$ cat config.mk
export PLATFORM = sky130hd
export DESIGN_NAME = trap_unit
export DESIGN_NICKNAME = d
export VERILOG_FILES = /design/src/verilog/trap_pkg.sv /design/src/verilog/trap_compare.sv /design/src/verilog/trap_unit.sv
export SDC_FILE = /design/constraint.sdc
export NUM_CORES = 1
export LEC_CHECK = 0
export BUFFER_PORTS_ARGS = -buffer_cell sky130_fd_sc_hd__buf_2
export CAP_MARGIN = 10
export CORE_ASPECT_RATIO = 1.1
export CORE_MARGIN = 5
export CORE_UTILIZATION = 45
export CTS_CLUSTER_DIAMETER = 30
export DETAILED_ROUTE_END_ITERATION = 8
export HOLD_SLACK_MARGIN = 0.02
export PLACE_DENSITY = 0.82
export SYNTH_ARGS = -nofsm -noshare
export SYNTH_HDL_FRONTEND = slang
export SYNTH_HIERARCHICAL = 1
export SYNTH_SLANG_ARGS = --single-unit
export TNS_END_PERCENT = 1
$ cat constraint.sdc
create_clock -name ref_clk -period 1.8 [get_ports ref_clk]
set_clock_uncertainty 0.05 [all_clocks]
set_input_delay 0.18 -clock ref_clk [delete_from_list [all_inputs] [get_ports ref_clk]]
set_output_delay 0.18 -clock ref_clk [all_outputs]
set_load 0.005 [all_outputs]
$ cat src/verilog/trap_pkg.sv
/*
  Package for the conditional trap and system-call unit: operation codes,
  widths, the issue and result carriers.
  Assumes a 32-bit core with one clock and an active-low async reset.
*/
package trap_pkg;

  localparam int DATA_W = 32;
  localparam int IMM_W = 16;
  // Largest positive immediate; the unsigned immediate form reaches
  // [0, IMM_POS_MAX] and [max - IMM_POS_MAX, max] only
  localparam logic [DATA_W-1:0] IMM_POS_MAX = 32'h0000_7fff;
  localparam logic [DATA_W-1:0] DATA_RESET = 32'h0000_0000;
  localparam logic [31:0] PC_RESET = 32'h0000_0000;

  // Operation codes from the decode stage
  typedef enum logic [2:0] {
    OP_NONE,
    OP_SYSTEM_CALL_INSTR,
    OP_TRAP_EQ_REG,
    OP_TRAP_EQ_IMM,
    OP_TRAP_GE_S_REG,
    OP_TRAP_GE_U_REG,
    OP_TRAP_GE_S_IMM,
    OP_TRAP_GE_U_IMM
  } trap_op_t;

  // Exception kinds toward exception entry
  typedef enum logic [1:0] {
    EXC_NONE,
    EXC_SYSTEM_CALL_INSTR,
    EXC_TRAP,
    EXC_RESERVED
  } exc_kind_t;

  typedef struct packed {
    logic valid;
    trap_op_t op;
    logic [DATA_W-1:0] first_source_reg;
    logic [DATA_W-1:0] second_source_reg;
    logic [IMM_W-1:0] imm;
    logic [31:0] pc;
  } trap_issue_t;

  typedef struct packed {
    logic raise;
    exc_kind_t kind;
    logic [31:0] epc;
  } trap_result_t;

endpackage

$ cat src/verilog/trap_compare.sv
/*
  Combinational comparator for the trap family: equality, signed and
  unsigned greater-or-equal, against a register or the widened immediate.
  Assumes operands are stable during the cycle they are presented.
*/
`timescale 1ns/10ps
module trap_compare (
  // Operands
  input wire logic [trap_pkg::DATA_W-1:0] opa,
  input wire logic [trap_pkg::DATA_W-1:0] opb,
  // Results
  output logic is_eq,
  output logic ge_signed,
  output logic ge_unsigned
);

  always_comb begin
    is_eq = (opa == opb);
    ge_signed = ($signed(opa) >= $signed(opb));
    ge_unsigned = (opa >= opb);
  end

endmodule

$ cat src/verilog/trap_unit.sv
/*
  Execution-stage trap and system-call unit: takes one decoded operation
  a cycle, evaluates the trap condition, and registers an exception
  request toward exception entry.
  Assumes decode presents source register values and the immediate, and
  that the instruction word's code field never reaches this block.
*/
`timescale 1ns/10ps

// Notes on behaviour
// - A system call raises a System Call exception whenever issue.valid is high.
// - The system-call code field is never looked at by the hardware.
// - Register equality trap raises Trap when both sources are equal.
// - Immediate equality trap widens the 16-bit immediate by sign first.
// - Signed register trap raises Trap when first >= second as signed.
// - Unsigned register trap raises Trap when first >= second unsigned.
// - Signed immediate trap compares against the sign-widened immediate.
// - Unsigned immediate trap sign-widens, then compares as unsigned.
// - Hence the unsigned immediate only reaches both ends of the range.
// - The code field of register trap forms is ignored by hardware.
// - In release 6 mode the three immediate traps are not provided.
// - These operations run in any state and raise only their own kind.
module trap_unit (
  // Clock and reset
  input wire logic ref_clk,
  input wire logic rstn,
  // Mode strap: release 6 behaviour
  input wire logic release6_mode,
  // Issue from decode
  input wire trap_pkg::trap_issue_t issue,
  // Exception request
  output trap_pkg::trap_result_t result
);

  ////////////////////////////////////////////////////////////////////////
  // Operand selection

  function automatic logic [trap_pkg::DATA_W-1:0] widen_imm(
    input logic [trap_pkg::IMM_W-1:0] imm
  );
    widen_imm = {{(trap_pkg::DATA_W-trap_pkg::IMM_W){imm[trap_pkg::IMM_W-1]}},
      imm};
  endfunction

  function automatic logic is_imm_op(input trap_pkg::trap_op_t op);
    is_imm_op = (op == trap_pkg::OP_TRAP_EQ_IMM) ||
      (op == trap_pkg::OP_TRAP_GE_S_IMM) ||
      (op == trap_pkg::OP_TRAP_GE_U_IMM);
  endfunction

  logic [trap_pkg::DATA_W-1:0] opb;
  logic is_eq;
  logic ge_s;
  logic ge_u;
  logic cond;
  trap_pkg::exc_kind_t kind_nxt;
  logic raise_nxt;
  logic r6_r;

  // Immediate forms compare against the widened immediate
  assign opb = is_imm_op(issue.op) ? widen_imm(issue.imm) :
    issue.second_source_reg;

  trap_compare u_cmp (
    .opa(issue.first_source_reg),
    .opb(opb),
    .is_eq(is_eq),
    .ge_signed(ge_s),
    .ge_unsigned(ge_u)
  );

  ////////////////////////////////////////////////////////////////////////
  // Condition and exception kind

  // Strap caught by a clock edge, not by the reset itself
  always_ff @(posedge ref_clk or negedge rstn) begin
    if (!rstn) begin
      r6_r <= 1'b0;
    end else begin
      r6_r <= release6_mode;
    end
  end

  // No privilege or state gating on any of these operations
  always_comb begin
    cond = 1'b0;
    kind_nxt = trap_pkg::EXC_NONE;
    case (issue.op)
      trap_pkg::OP_SYSTEM_CALL_INSTR: begin
        cond = 1'b1;
        kind_nxt = trap_pkg::EXC_SYSTEM_CALL_INSTR;
      end
      trap_pkg::OP_TRAP_EQ_REG: begin
        cond = is_eq;
        kind_nxt = trap_pkg::EXC_TRAP;
      end
      trap_pkg::OP_TRAP_EQ_IMM: begin
        cond = is_eq && !r6_r;
        kind_nxt = trap_pkg::EXC_TRAP;
      end
      trap_pkg::OP_TRAP_GE_S_REG: begin
        cond = ge_s;
        kind_nxt = trap_pkg::EXC_TRAP;
      end
      trap_pkg::OP_TRAP_GE_U_REG: begin
        cond = ge_u;
        kind_nxt = trap_pkg::EXC_TRAP;
      end
      trap_pkg::OP_TRAP_GE_S_IMM: begin
        cond = ge_s && !r6_r;
        kind_nxt = trap_pkg::EXC_TRAP;
      end
      trap_pkg::OP_TRAP_GE_U_IMM: begin
        cond = ge_u && !r6_r;
        kind_nxt = trap_pkg::EXC_TRAP;
      end
      default: begin
        cond = 1'b0;
        kind_nxt = trap_pkg::EXC_NONE;
      end
    endcase
    raise_nxt = issue.valid && cond;
    if (!raise_nxt) begin
      kind_nxt = trap_pkg::EXC_NONE;
    end
  end

  ////////////////////////////////////////////////////////////////////////
  // Registered exception request

  always_ff @(posedge ref_clk or negedge rstn) begin
    if (!rstn) begin
      result.raise <= 1'b0;
      result.kind <= trap_pkg::EXC_NONE;
      result.epc <= trap_pkg::PC_RESET;
    end else begin
      result.raise <= raise_nxt;
      result.kind <= kind_nxt;
      // Epc only moves with a request, so a false trap leaves no trace
      if (raise_nxt) begin
        result.epc <= issue.pc;
      end
    end
  end

  ////////////////////////////////////////////////////////////////////////
  // Checks

  a_system_call_instr_raises: assert property (@(posedge ref_clk)
    disable iff (!rstn)
    issue.valid && issue.op == trap_pkg::OP_SYSTEM_CALL_INSTR |=> result.raise &&
    result.kind == trap_pkg::EXC_SYSTEM_CALL_INSTR)
    else $error("system call did not raise");

  a_epc_capture: assert property (@(posedge ref_clk)
    disable iff (!rstn)
    issue.valid && issue.op == trap_pkg::OP_SYSTEM_CALL_INSTR |=>
    result.epc == $past(issue.pc))
    else $error("system call return address wrong");

  a_eq_reg_trap: assert property (@(posedge ref_clk)
    disable iff (!rstn)
    issue.valid && issue.op == trap_pkg::OP_TRAP_EQ_REG |=>
    result.raise == $past(issue.first_source_reg ==
    issue.second_source_reg))
    else $error("register equality trap wrong");

  a_ge_signed_reg: assert property (@(posedge ref_clk)
    disable iff (!rstn)
    issue.valid && issue.op == trap_pkg::OP_TRAP_GE_S_REG |=>
    result.raise == $past($signed(issue.first_source_reg) >=
    $signed(issue.second_source_reg)))
    else $error("signed register trap wrong");

  a_ge_unsigned_reg: assert property (@(posedge ref_clk)
    disable iff (!rstn)
    issue.valid && issue.op == trap_pkg::OP_TRAP_GE_U_REG |=>
    result.raise == $past(issue.first_source_reg >=
    issue.second_source_reg))
    else $error("unsigned register trap wrong");

  a_eq_imm_trap: assert property (@(posedge ref_clk)
    disable iff (!rstn)
    issue.valid && issue.op == trap_pkg::OP_TRAP_EQ_IMM && !r6_r |=>
    result.raise == $past(issue.first_source_reg ==
    {{16{issue.imm[15]}}, issue.imm}))
    else $error("immediate equality trap wrong");

  a_ge_s_imm: assert property (@(posedge ref_clk)
    disable iff (!rstn)
    issue.valid && issue.op == trap_pkg::OP_TRAP_GE_S_IMM && !r6_r |=>
    result.raise == $past($signed(issue.first_source_reg) >=
    $signed({{16{issue.imm[15]}}, issue.imm})))
    else $error("signed immediate trap wrong");

  a_ge_u_imm: assert property (@(posedge ref_clk)
    disable iff (!rstn)
    issue.valid && issue.op == trap_pkg::OP_TRAP_GE_U_IMM && !r6_r |=>
    result.raise == $past(issue.first_source_reg >=
    {{16{issue.imm[15]}}, issue.imm}))
    else $error("unsigned immediate trap wrong");

  a_r6_no_imm: assert property (@(posedge ref_clk)
    disable iff (!rstn)
    r6_r && issue.valid && is_imm_op(issue.op) |=> !result.raise)
    else $error("immediate trap raised in release 6 mode");

  a_false_quiet: assert property (@(posedge ref_clk)
    disable iff (!rstn)
    !result.raise |-> result.kind == trap_pkg::EXC_NONE &&
    result.epc == $past(result.epc))
    else $error("side effect without exception");

  // Valid low must gate even an unconditional system call
  a_invalid_quiet: assert property (@(posedge ref_clk)
    disable iff (!rstn)
    !issue.valid |=> !result.raise)
    else $error("raise without a valid operation");

  a_none_quiet: assert property (@(posedge ref_clk)
    disable iff (!rstn)
    issue.valid && issue.op == trap_pkg::OP_NONE |=> !result.raise)
    else $error("empty operation raised");

  a_trap_kind: assert property (@(posedge ref_clk)
    disable iff (!rstn)
    issue.valid && issue.op != trap_pkg::OP_SYSTEM_CALL_INSTR ##1 result.raise |->
    result.kind == trap_pkg::EXC_TRAP)
    else $error("trap raised wrong kind");

endmodule

==> results of run 1 <==
layout by cell type (no fill, tap or decap), types with 4 or more instances in the layout:
cell type and n:
sky130_fd_sc_hd__clkbuf_8 6, sky130_fd_sc_hd__nor2_1 5, sky130_fd_sc_hd__buf_4 25, sky130_fd_sc_hd__nand2_1 44, sky130_fd_sc_hd__mux2_2 6, sky130_fd_sc_hd__buf_12 5, sky130_fd_sc_hd__mux2_4 43, sky130_fd_sc_hd__buf_2 151
sky130_fd_sc_hd__ha_4 6, sky130_fd_sc_hd__dfrtp_1 36, sky130_fd_sc_hd__a21oi_1 10, sky130_fd_sc_hd__nand3_1 4, sky130_fd_sc_hd__ha_1 26, sky130_fd_sc_hd__inv_2 5, sky130_fd_sc_hd__inv_1 30
area by class of cell:
| class | instances | area [um2] | area share [%] |
|---|---|---|---|
| clock inverter | 1 | 7.51 | 0.181 |
| sequential | 36 | 901 | 21.7 |
| clock buffer | 7 | 86.3 | 2.08 |
| inverter | 37 | 144 | 3.46 |
| multi-input combinational | 174 | 1720 | 41.3 |
| tap | 77 | 96.3 | 2.32 |
| timing repair buffer | 191 | 1210 | 29.0 |
cell families (layout without fill, tap and decap cells):
family,count (synthesis),after routing,share of synthesized area [%]
muxes,49,49,25.0
AOI/OAI and AO/OA,28,28,7.78
adders and majority gates,32,32,15.1
buffers and inverters,45,236,7.36
DFF,36,36,34.0
and+or+nand+nor,65,65,10.8
worst max-delay path, cell delays in order:
cell and delay, ns:
sky130_fd_sc_hd__buf_8 0.10, sky130_fd_sc_hd__o21ai_4 0.18, sky130_fd_sc_hd__buf_12 0.15, sky130_fd_sc_hd__buf_12 0.10, sky130_fd_sc_hd__mux2_4 0.31, sky130_fd_sc_hd__inv_4 0.06
sky130_fd_sc_hd__ha_4 0.20, sky130_fd_sc_hd__a21oi_2 0.14, sky130_fd_sc_hd__o21ai_1 0.08, sky130_fd_sc_hd__a221o_1 0.32, sky130_fd_sc_hd__a211o_1 0.27, sky130_fd_sc_hd__a2111oi_4 0.40
sky130_fd_sc_hd__mux2_4 0.33, sky130_fd_sc_hd__mux2_4 0.28, sky130_fd_sc_hd__o221ai_4 0.17, sky130_fd_sc_hd__a21o_4 0.21, sky130_fd_sc_hd__clkbuf_16 0.20, sky130_fd_sc_hd__mux2_4 0.30
routing by layer:
layer | share of wire (%) | wire [um]
met3 | 7.4 | 606
met2 | 52 | 4320
met4 | 1.3 | 105
met5 | 0 | 0
met1 | 39 | 3210
Yosys cell counts (2+ instances only):
| cell | n | share of area (%) |
|---|---|---|
| sky130_fd_sc_hd__nand2_1 | 45 | 6.4 |
| sky130_fd_sc_hd__dfrtp_1 | 36 | 34 |
| sky130_fd_sc_hd__inv_1 | 36 | 5.1 |
| sky130_fd_sc_hd__ha_1 | 32 | 15 |
| sky130_fd_sc_hd__mux2_4 | 30 | 17 |
| sky130_fd_sc_hd__mux2_2 | 16 | 6.8 |
| sky130_fd_sc_hd__a21oi_1 | 12 | 2.3 |
| sky130_fd_sc_hd__nor2_1 | 5 | 0.71 |
| sky130_fd_sc_hd__nand3_1 | 4 | 0.75 |
| sky130_fd_sc_hd__and4_1 | 3 | 0.99 |
| sky130_fd_sc_hd__buf_6 | 3 | 1.3 |
| sky130_fd_sc_hd__clkbuf_1 | 3 | 0.42 |
| sky130_fd_sc_hd__mux2_1 | 3 | 1.3 |
| sky130_fd_sc_hd__nand4_1 | 3 | 0.71 |
| sky130_fd_sc_hd__o21ai_0 | 3 | 0.57 |
| sky130_fd_sc_hd__a21o_1 | 2 | 0.57 |
| sky130_fd_sc_hd__o21ai_2 | 2 | 0.66 |
state kept, by name, summed over array words and instances, names as in the netlist:
name and count:
r6_r 1, result 35
power by group through the flow:
stage	sequential [W]	clock (W)	combinational, W
finish	0.00112	0.000586	0.00130
global route	0.00114	0.000625	0.00141
CTS	0.00112	0.000597	0.00119
detailed placement	0.00113	0	0.00116
global placement	0.00112	0	0.00112
floorplan	0.00113	0	0.000640
repair_timing:
action,CTS,global route
endpoints found under the hold margin,37,0
hold buffers,2,0
resized for setup,4,19
buffers inserted,1,13
endpoints found under the setup margin,34,34
pin swaps,2,10
gates cloned,0,3
final timing paths:
path / slack, ns / startpoint / end
setup / recovery: -2.06 / issue[114] / result[2]
hold / removal: 0.07 / issue[0] / result[0]
setup reg to reg: 0.32 / r6_r / result[2]
hold reg to reg: 0.46 / result[6] / result[6]
max in group asynchronous: 0.75 / rstn / result[33]
min in group asynchronous: 0.46 / rstn / result[23]
per-stage QoR:
stage | power (W) | worst slack (ns) | TNS (ns) | util (%) | hold WS, ns
finish | 0.00301 | -2.06 | -68.38 | 72.1 | 0.0708
global route | 0.00318 | -2.16 | -72.02 | 72.1 | 0.0672
CTS | 0.00290 | -1.96 | -64.51 | 67.0 | 0.0513
detailed placement | 0.00230 | -2.30 | -75.83 | 64.7 | 0.245
global placement | 0.00224 | -2.21 | -73.39 | 64.7 | 0.235
floorplan | 0.00177 | -2.04 | -67.96 | - | -0.166
==> summary.log, run 1 <==
[timing] post-layout minimum cycle time 3.86 ns
[timing] worst rel slew slack 48.9%
[global_route] M2 GR Usage 35.2%
[synth] post-synthesis net count 406
[critical_path] kind of start point of the critical path input pin
[route] router iterations before antenna repair 4
[synth] cell area after synthesis 2650 um2
[global_route] met1 Usage GRT 21.1%
[global_route] overall global routing resource usage 19.0%
[die] Die Y 90.5 um
[final_layout] area overhead of the layout relative to synthesis 56.7%
[placement] placed standard-cell area 3730 um2
[critical_path] biggest fanout along the worst timing path 8
[route] count of nets left with antenna violations after detail routing 0
[synth] post-synth cell types 34
[final_layout] number of non-filler instances in the completed layout 523
[synth] number of flops mapped to enable cells by yosys 0
[global_route] wire length of the first global-routing pass 11.7 mm
[outcome] violations in the final reports setup timing
[timing] share of the cycle needed by the critical path after routing 214%
[route] Wirelength per Cell 15.8 um
[die] chip width 83.2 um
[placement] GP Congestion 0.857
[global_route] largest net degree at the start of global routing 37
[clock_network] Max Root-Sink Buffers 2
[final_layout] Design Area, Final 4160 um2
[pwr] combinational group share of total power 43.2%
[placement] Port Buffers 153
[outcome] outcome finished, violations left
[pwr] leakage component of the power 2.41 nW
[timing] RSZ-0062 raised after global routing true
[placement] Post-DP HPWL 6.25 mm
[timing] slew at the pin with the worst max-slew slack 0.767 ns
[timing] peak clock frequency supported by timing 259 MHz
[pwr] power dissipated by switching net loads 0.000902 W
[pwr] worst vdd rail ir drop 0.590 mV
[clock_network] H-tree levels 2
[synth] fraction of synthesis flops using an asynchronous set or reset pin 100%
[pwr] net switching share of the total power 29.9%
[final_layout] number of nets in the finished design 596
[placement] placed cell count 496
[critical_path] CP Class input pin to flop
[final_layout] number of fillers in the final layout 398
[route] violation count after the first detailed-route iteration 88
[route] sum of routed wire length over all layers 8.24 mm
[final_layout] proportion of layout cells with a drive suffix above 1 59.9%
[pwr] part of the power in the clock network 19.4%
[run] max-cap viol count 0
[timing] setup-violating endpoint count in the final report 34
[die] Row Count 29
[route] DRC errors left 0
[timing] final hold violation count 0
[synth] number of register bits inferred by synthesis 36
[critical_path] kind of capture point of the worst setup path flop
[timing] Slew Limit Fails 0
[critical_path] required time of the critical path 1.92 ns
[synth] average instance area after synthesis 10.4 um2
[clock_network] TritonCTS clock tree built
[synth] predominant post-synthesis flop cell sky130_fd_sc_hd__dfrtp_1
[clock_network] total clock buffers created by CTS 5
[critical_path] arrival time of data at the critical path endpoint 3.98 ns
[clock_network] Clk Latency, worst-skew pair 0.28 ns
[global_route] via count of the first global-routing pass 2495
[die] placeable core region 5770 um2
[synth] Cells after Synth 255
[critical_path] count of cells along the worst register-to-register path 5
[clock_network] root buffer cell sky130_fd_sc_hd__clkbuf_8
[route] average via count per standard cell 4.86
[min_path] hold path depth 2
[synth] sequential area share after synthesis 34.0%
[pwr] cell area power density 725 nW/um2
[global_route] grt total ovfl 0
[final_layout] ant diodes 0
[die] number of ports placed on the die boundary 154
[clock_network] Reg clk slew, reported paths 0.07 ns
[die] Die Area 7530 um2
[pwr] internal cell power 0.00211 W
[pwr] Seq pwr share 37.3%
[min_path] worst min-delay path category input pin to flop
[global_route] met3 Track Usage GR 5.66%
[global_route] antenna violations before repair 0
[clock_network] TritonCTS sink count 36
[synth] synth warn 6
[route] via total after detailed routing 2544
[timing] worst setup margin -2.06 ns
[global_route] grt peak-use layer met2
[die] starting utilization of the core area 46.0%
Power figures use the tool's default switching activity.
==> run 2, diff against run 1 <==
--- a/config.mk
+++ b/config.mk
@@ -9,11 +9,11 @@
 export CAP_MARGIN = 10
 export CORE_ASPECT_RATIO = 1.1
 export CORE_MARGIN = 5
-export CORE_UTILIZATION = 45
+export CORE_UTILIZATION = 48
 export CTS_CLUSTER_DIAMETER = 30
 export DETAILED_ROUTE_END_ITERATION = 8
 export HOLD_SLACK_MARGIN = 0.02
-export PLACE_DENSITY = 0.82
+export PLACE_DENSITY = 0.87
 export SYNTH_ARGS = -nofsm -noshare
 export SYNTH_HDL_FRONTEND = slang
 export SYNTH_HIERARCHICAL = 1
==> constraint.sdc (replaced) <==
create_clock -name ref_clk -period 4.5 [get_ports ref_clk]
set_clock_uncertainty 0.05 [all_clocks]
set_input_delay 0.45 -clock ref_clk [delete_from_list [all_inputs] [get_ports ref_clk]]
set_output_delay 0.45 -clock ref_clk [all_outputs]
set_load 0.005 [all_outputs]
==> run 2 against run 1 <==
Core utilization down 3.6 points. Final area down 12%. Largest cell class unchanged. Sequential cell count unchanged. Highest routed layer unchanged. Sequential power down 60%. Via count down 7.8%. The run now ends clean. Global-route usage up 1.1 points. First-iteration DRC count down 42%. Wire length down 14%. Combinational power down 67%.
==> summary.log, run 2 (synthesis gave the netlist of run 1 again) <==
[timing] peak clock frequency supported by timing 235 MHz
[pwr] combinational group share of total power 36.6% [-6.6 points]
[global_route] met1 Usage GRT 20.5% [-0.53 points]
[final_layout] proportion of layout cells with a drive suffix above 1 53.4% [-6.5 points]
[clock_network] number of gates given a new drive strength after cts 0 [-4]
[placement] Port Buffers 153 [unchanged]
[final_layout] area of combinational cells with multiple inputs 1560 um2 [-9.3%]
[global_route] antenna violations before repair 0 [unchanged]
[route] Wirelength per Cell 14.5 um [-8.0%]
[global_route] met3 Track Usage GR 5.14% [-0.51 points]
[placement] GP Congestion 0.826 [-3.5%]
[pwr] Seq pwr share 37.8% [+0.5 points]
[placement] placed cell count 483 [-2.6%]
[critical_path] biggest fanout along the worst timing path 26 [+18]
[die] placeable core region 5360 um2 [-7.1%]
[pwr] worst vdd rail ir drop 0.161 mV [-73%]
[final_layout] top flop regs result x35, r6_r x1
[timing] slew at the pin with the worst max-slew slack 0.792 ns [+0.0252 ns]
[timing] Slew Limit Fails 0 [unchanged]
[global_route] via count of the first global-routing pass 2509 [+0.56%]
[timing] worst setup margin 0.252 ns [+2.31 ns]
[global_route] overall global routing resource usage 20.0% [+1.1 points]
[clock_network] hold buffer count at cts 0 [-2]
[global_route] grt total ovfl 0 [unchanged]
[route] DRC errors left 0 [unchanged]
[die] Row Count 28 [-3.4%]
[route] count of nets left with antenna violations after detail routing 0 [unchanged]
[outcome] outcome finished, final reports clean
[clock_network] Reg clk slew, reported paths 0.07 ns [about the same]
[global_route] grt peak-use layer met2
[clock_network] total clock buffers created by CTS 5 [unchanged]
[route] sum of routed wire length over all layers 7.12 mm [-14%]
[global_route] largest net degree at the start of global routing 37 [unchanged]
[final_layout] number of non-filler instances in the completed layout 491 [-6.1%]
[clock_network] root buffer cell sky130_fd_sc_hd__clkbuf_8
[die] Die Y 88.0 um [-2.8%]
[clock_network] Clk Latency, worst-skew pair 0.27 ns [about the same]
[route] via total after detailed routing 2345 [-7.8%]
[clock_network] Max Root-Sink Buffers 2 [unchanged]
[pwr] net switching share of the total power 27.6% [-2.3 points]
[pwr] leakage component of the power 2.17 nW [-9.7%]
[critical_path] kind of capture point of the worst setup path flop
[route] violation count after the first detailed-route iteration 51 [-42%]
[die] chip width 80.9 um [-2.8%]
[timing] worst rel slew slack 47.2% [-1.7 points]
[die] number of ports placed on the die boundary 154 [unchanged]
[placement] Post-DP HPWL 6.17 mm [-1.2%]
[final_layout] footprint of the flip-flops and latches 901 um2 [unchanged]
[final_layout] most common cell after layout, fill and taps aside sky130_fd_sc_hd__buf_2
[placement] worst slack at placement -0.0468 ns [+2.25 ns]
[final_layout] area overhead of the layout relative to synthesis 38.3%
[final_layout] largest register by flop count result
[clock_network] H-tree levels 2 [unchanged]
[run] max-cap viol count 0 [unchanged]
[timing] post-layout minimum cycle time 4.25 ns
[route] average via count per standard cell 4.78 [-1.8%]
[pwr] cell area power density 323 nW/um2 [-56%]
[pwr] part of the power in the clock network 25.5% [+6.1 points]
[timing] share of the cycle needed by the critical path after routing 94.4%
[final_layout] ant diodes 0 [unchanged]
[critical_path] kind of start point of the critical path input pin
[min_path] worst min-delay path category input pin to async pin
[clock_network] Post-CTS Setup Inserts 0 [-1]
[global_route] M2 GR Usage 39.4% [+4.2 points]
[timing] setup TNS 0 ns [+68.38 ns]
[critical_path] CP Class input pin to flop
[die] Die Area 7110 um2 [-5.5%]
[global_route] wire length of the first global-routing pass 11.1 mm [-4.8%]
[critical_path] arrival time of data at the critical path endpoint 4.36 ns [+0.38 ns]
[pwr] power consumption 0.00118 W [-61%]
[pwr] internal cell power 0.000856 W [-59%]
[die] starting utilization of the core area 49.5% [+3.5 points]
[final_layout] number of nets in the finished design 566 [-5.0%]
[timing] RSZ-0062 raised after global routing false
[route] router iterations before antenna repair 4 [unchanged]
[timing] final hold violation count 0 [unchanged]
[final_layout] number of fillers in the final layout 436 [+9.5%]
[clock_network] TritonCTS clock tree built
[final_layout] commonest cells after routing, fill and taps aside sky130_fd_sc_hd__buf_2 (153), sky130_fd_sc_hd__nand2_1 (45), sky130_fd_sc_hd__inv_1 (36), sky130_fd_sc_hd__dfrtp_1 (36), sky130_fd_sc_hd__ha_1 (32)
[critical_path] required time of the critical path 4.61 ns [+2.69 ns]
[clock_network] TritonCTS sink count 36 [unchanged]
[final_layout] flip-flop count of the largest register after layout 35 [unchanged]
[timing] setup-violating endpoint count in the final report 0 [-100%]
[pwr] power dissipated by switching net loads 0.000327 W [-64%]
[run 2: cell count changes in the layout (fill, tap and decap cells not counted), moves of 4 or more]
cell,change
sky130_fd_sc_hd__buf_4,-19
sky130_fd_sc_hd__mux2_4,-13
sky130_fd_sc_hd__inv_1,+6
sky130_fd_sc_hd__mux2_2,+10
sky130_fd_sc_hd__ha_1,+6
sky130_fd_sc_hd__ha_4,-6
sky130_fd_sc_hd__inv_2,-4
[run 2: power by group through the flow]
stage	Combinational, W	Sequential [W]	Clock [W]
after floorplan	0.000239	0.000454	0
after global placement	0.000414	0.000445	0
after detailed placement	0.000438	0.000453	0
after CTS	0.000440	0.000448	0.000308
after global routing	0.000479	0.000458	0.000326
final	0.000434	0.000447	0.000302
[run 2: stage by stage]
step	util (%)	hold slack [ns]	area, um2
2_1_floorplan	-	0.104	2650
3_3_place_gp	66.1	0.418	3540
3_5_place_dp	66.1	0.432	3540
4_1_cts	68.4	0.216	3670
5_1_grt	68.4	0.209	3670
6_report	68.4	0.205	3670
[run 2: final cells by class]
class	count	area share, %
Sequential cell	36	24.6
Inverter	37	3.79
Clock inverter	1	0.819
Timing Repair Buffer	161	23.2
Multi-Input combinational cell	174	42.5
Tap cell	75	2.56
Clock buffer	7	2.63
[run 2: worst paths after layout]
check / start / to / slack (ns) / depth (start not counted)
worst max register to register: r6_r / result[10] / 3.06 / 5
worst min register to register: result[8] / result[8] / 0.45 / 1
max in group asynchronous: rstn / result[4] / 3.69 / 1
worst max-delay path: issue[114] / result[10] / 0.25 / 17
min in group ref_clk: release6_mode / r6_r / 0.23 / 1
worst min-delay path: rstn / result[22] / 0.21 / 1
[run 2: critical path, cell delays in order]
cell	delay (ns)
sky130_fd_sc_hd__buf_2	0.11
sky130_fd_sc_hd__o21ai_2	0.21
sky130_fd_sc_hd__buf_12	0.20
sky130_fd_sc_hd__mux2_2	0.34
sky130_fd_sc_hd__inv_1	0.07
sky130_fd_sc_hd__ha_1	0.26
sky130_fd_sc_hd__a21oi_2	0.15
sky130_fd_sc_hd__nand2_1	0.06
sky130_fd_sc_hd__a221o_1	0.34
sky130_fd_sc_hd__a211o_1	0.26
sky130_fd_sc_hd__a2111oi_4	0.39
sky130_fd_sc_hd__mux2_4	0.33
sky130_fd_sc_hd__mux2_2	0.27
sky130_fd_sc_hd__o221ai_2	0.18
sky130_fd_sc_hd__a21o_2	0.15
sky130_fd_sc_hd__buf_12	0.22
sky130_fd_sc_hd__mux2_1	0.35
[run 2: metal layers]
layer / share of wire (%) / wire, um / vias up
met5: 0 / 0 / -
met4: 1.6 / 117 / 0
met3: 6.0 / 427 / 10
met2: 57 / 4070 / 70
met1: 35 / 2510 / 1082
li1: - / - / 1183
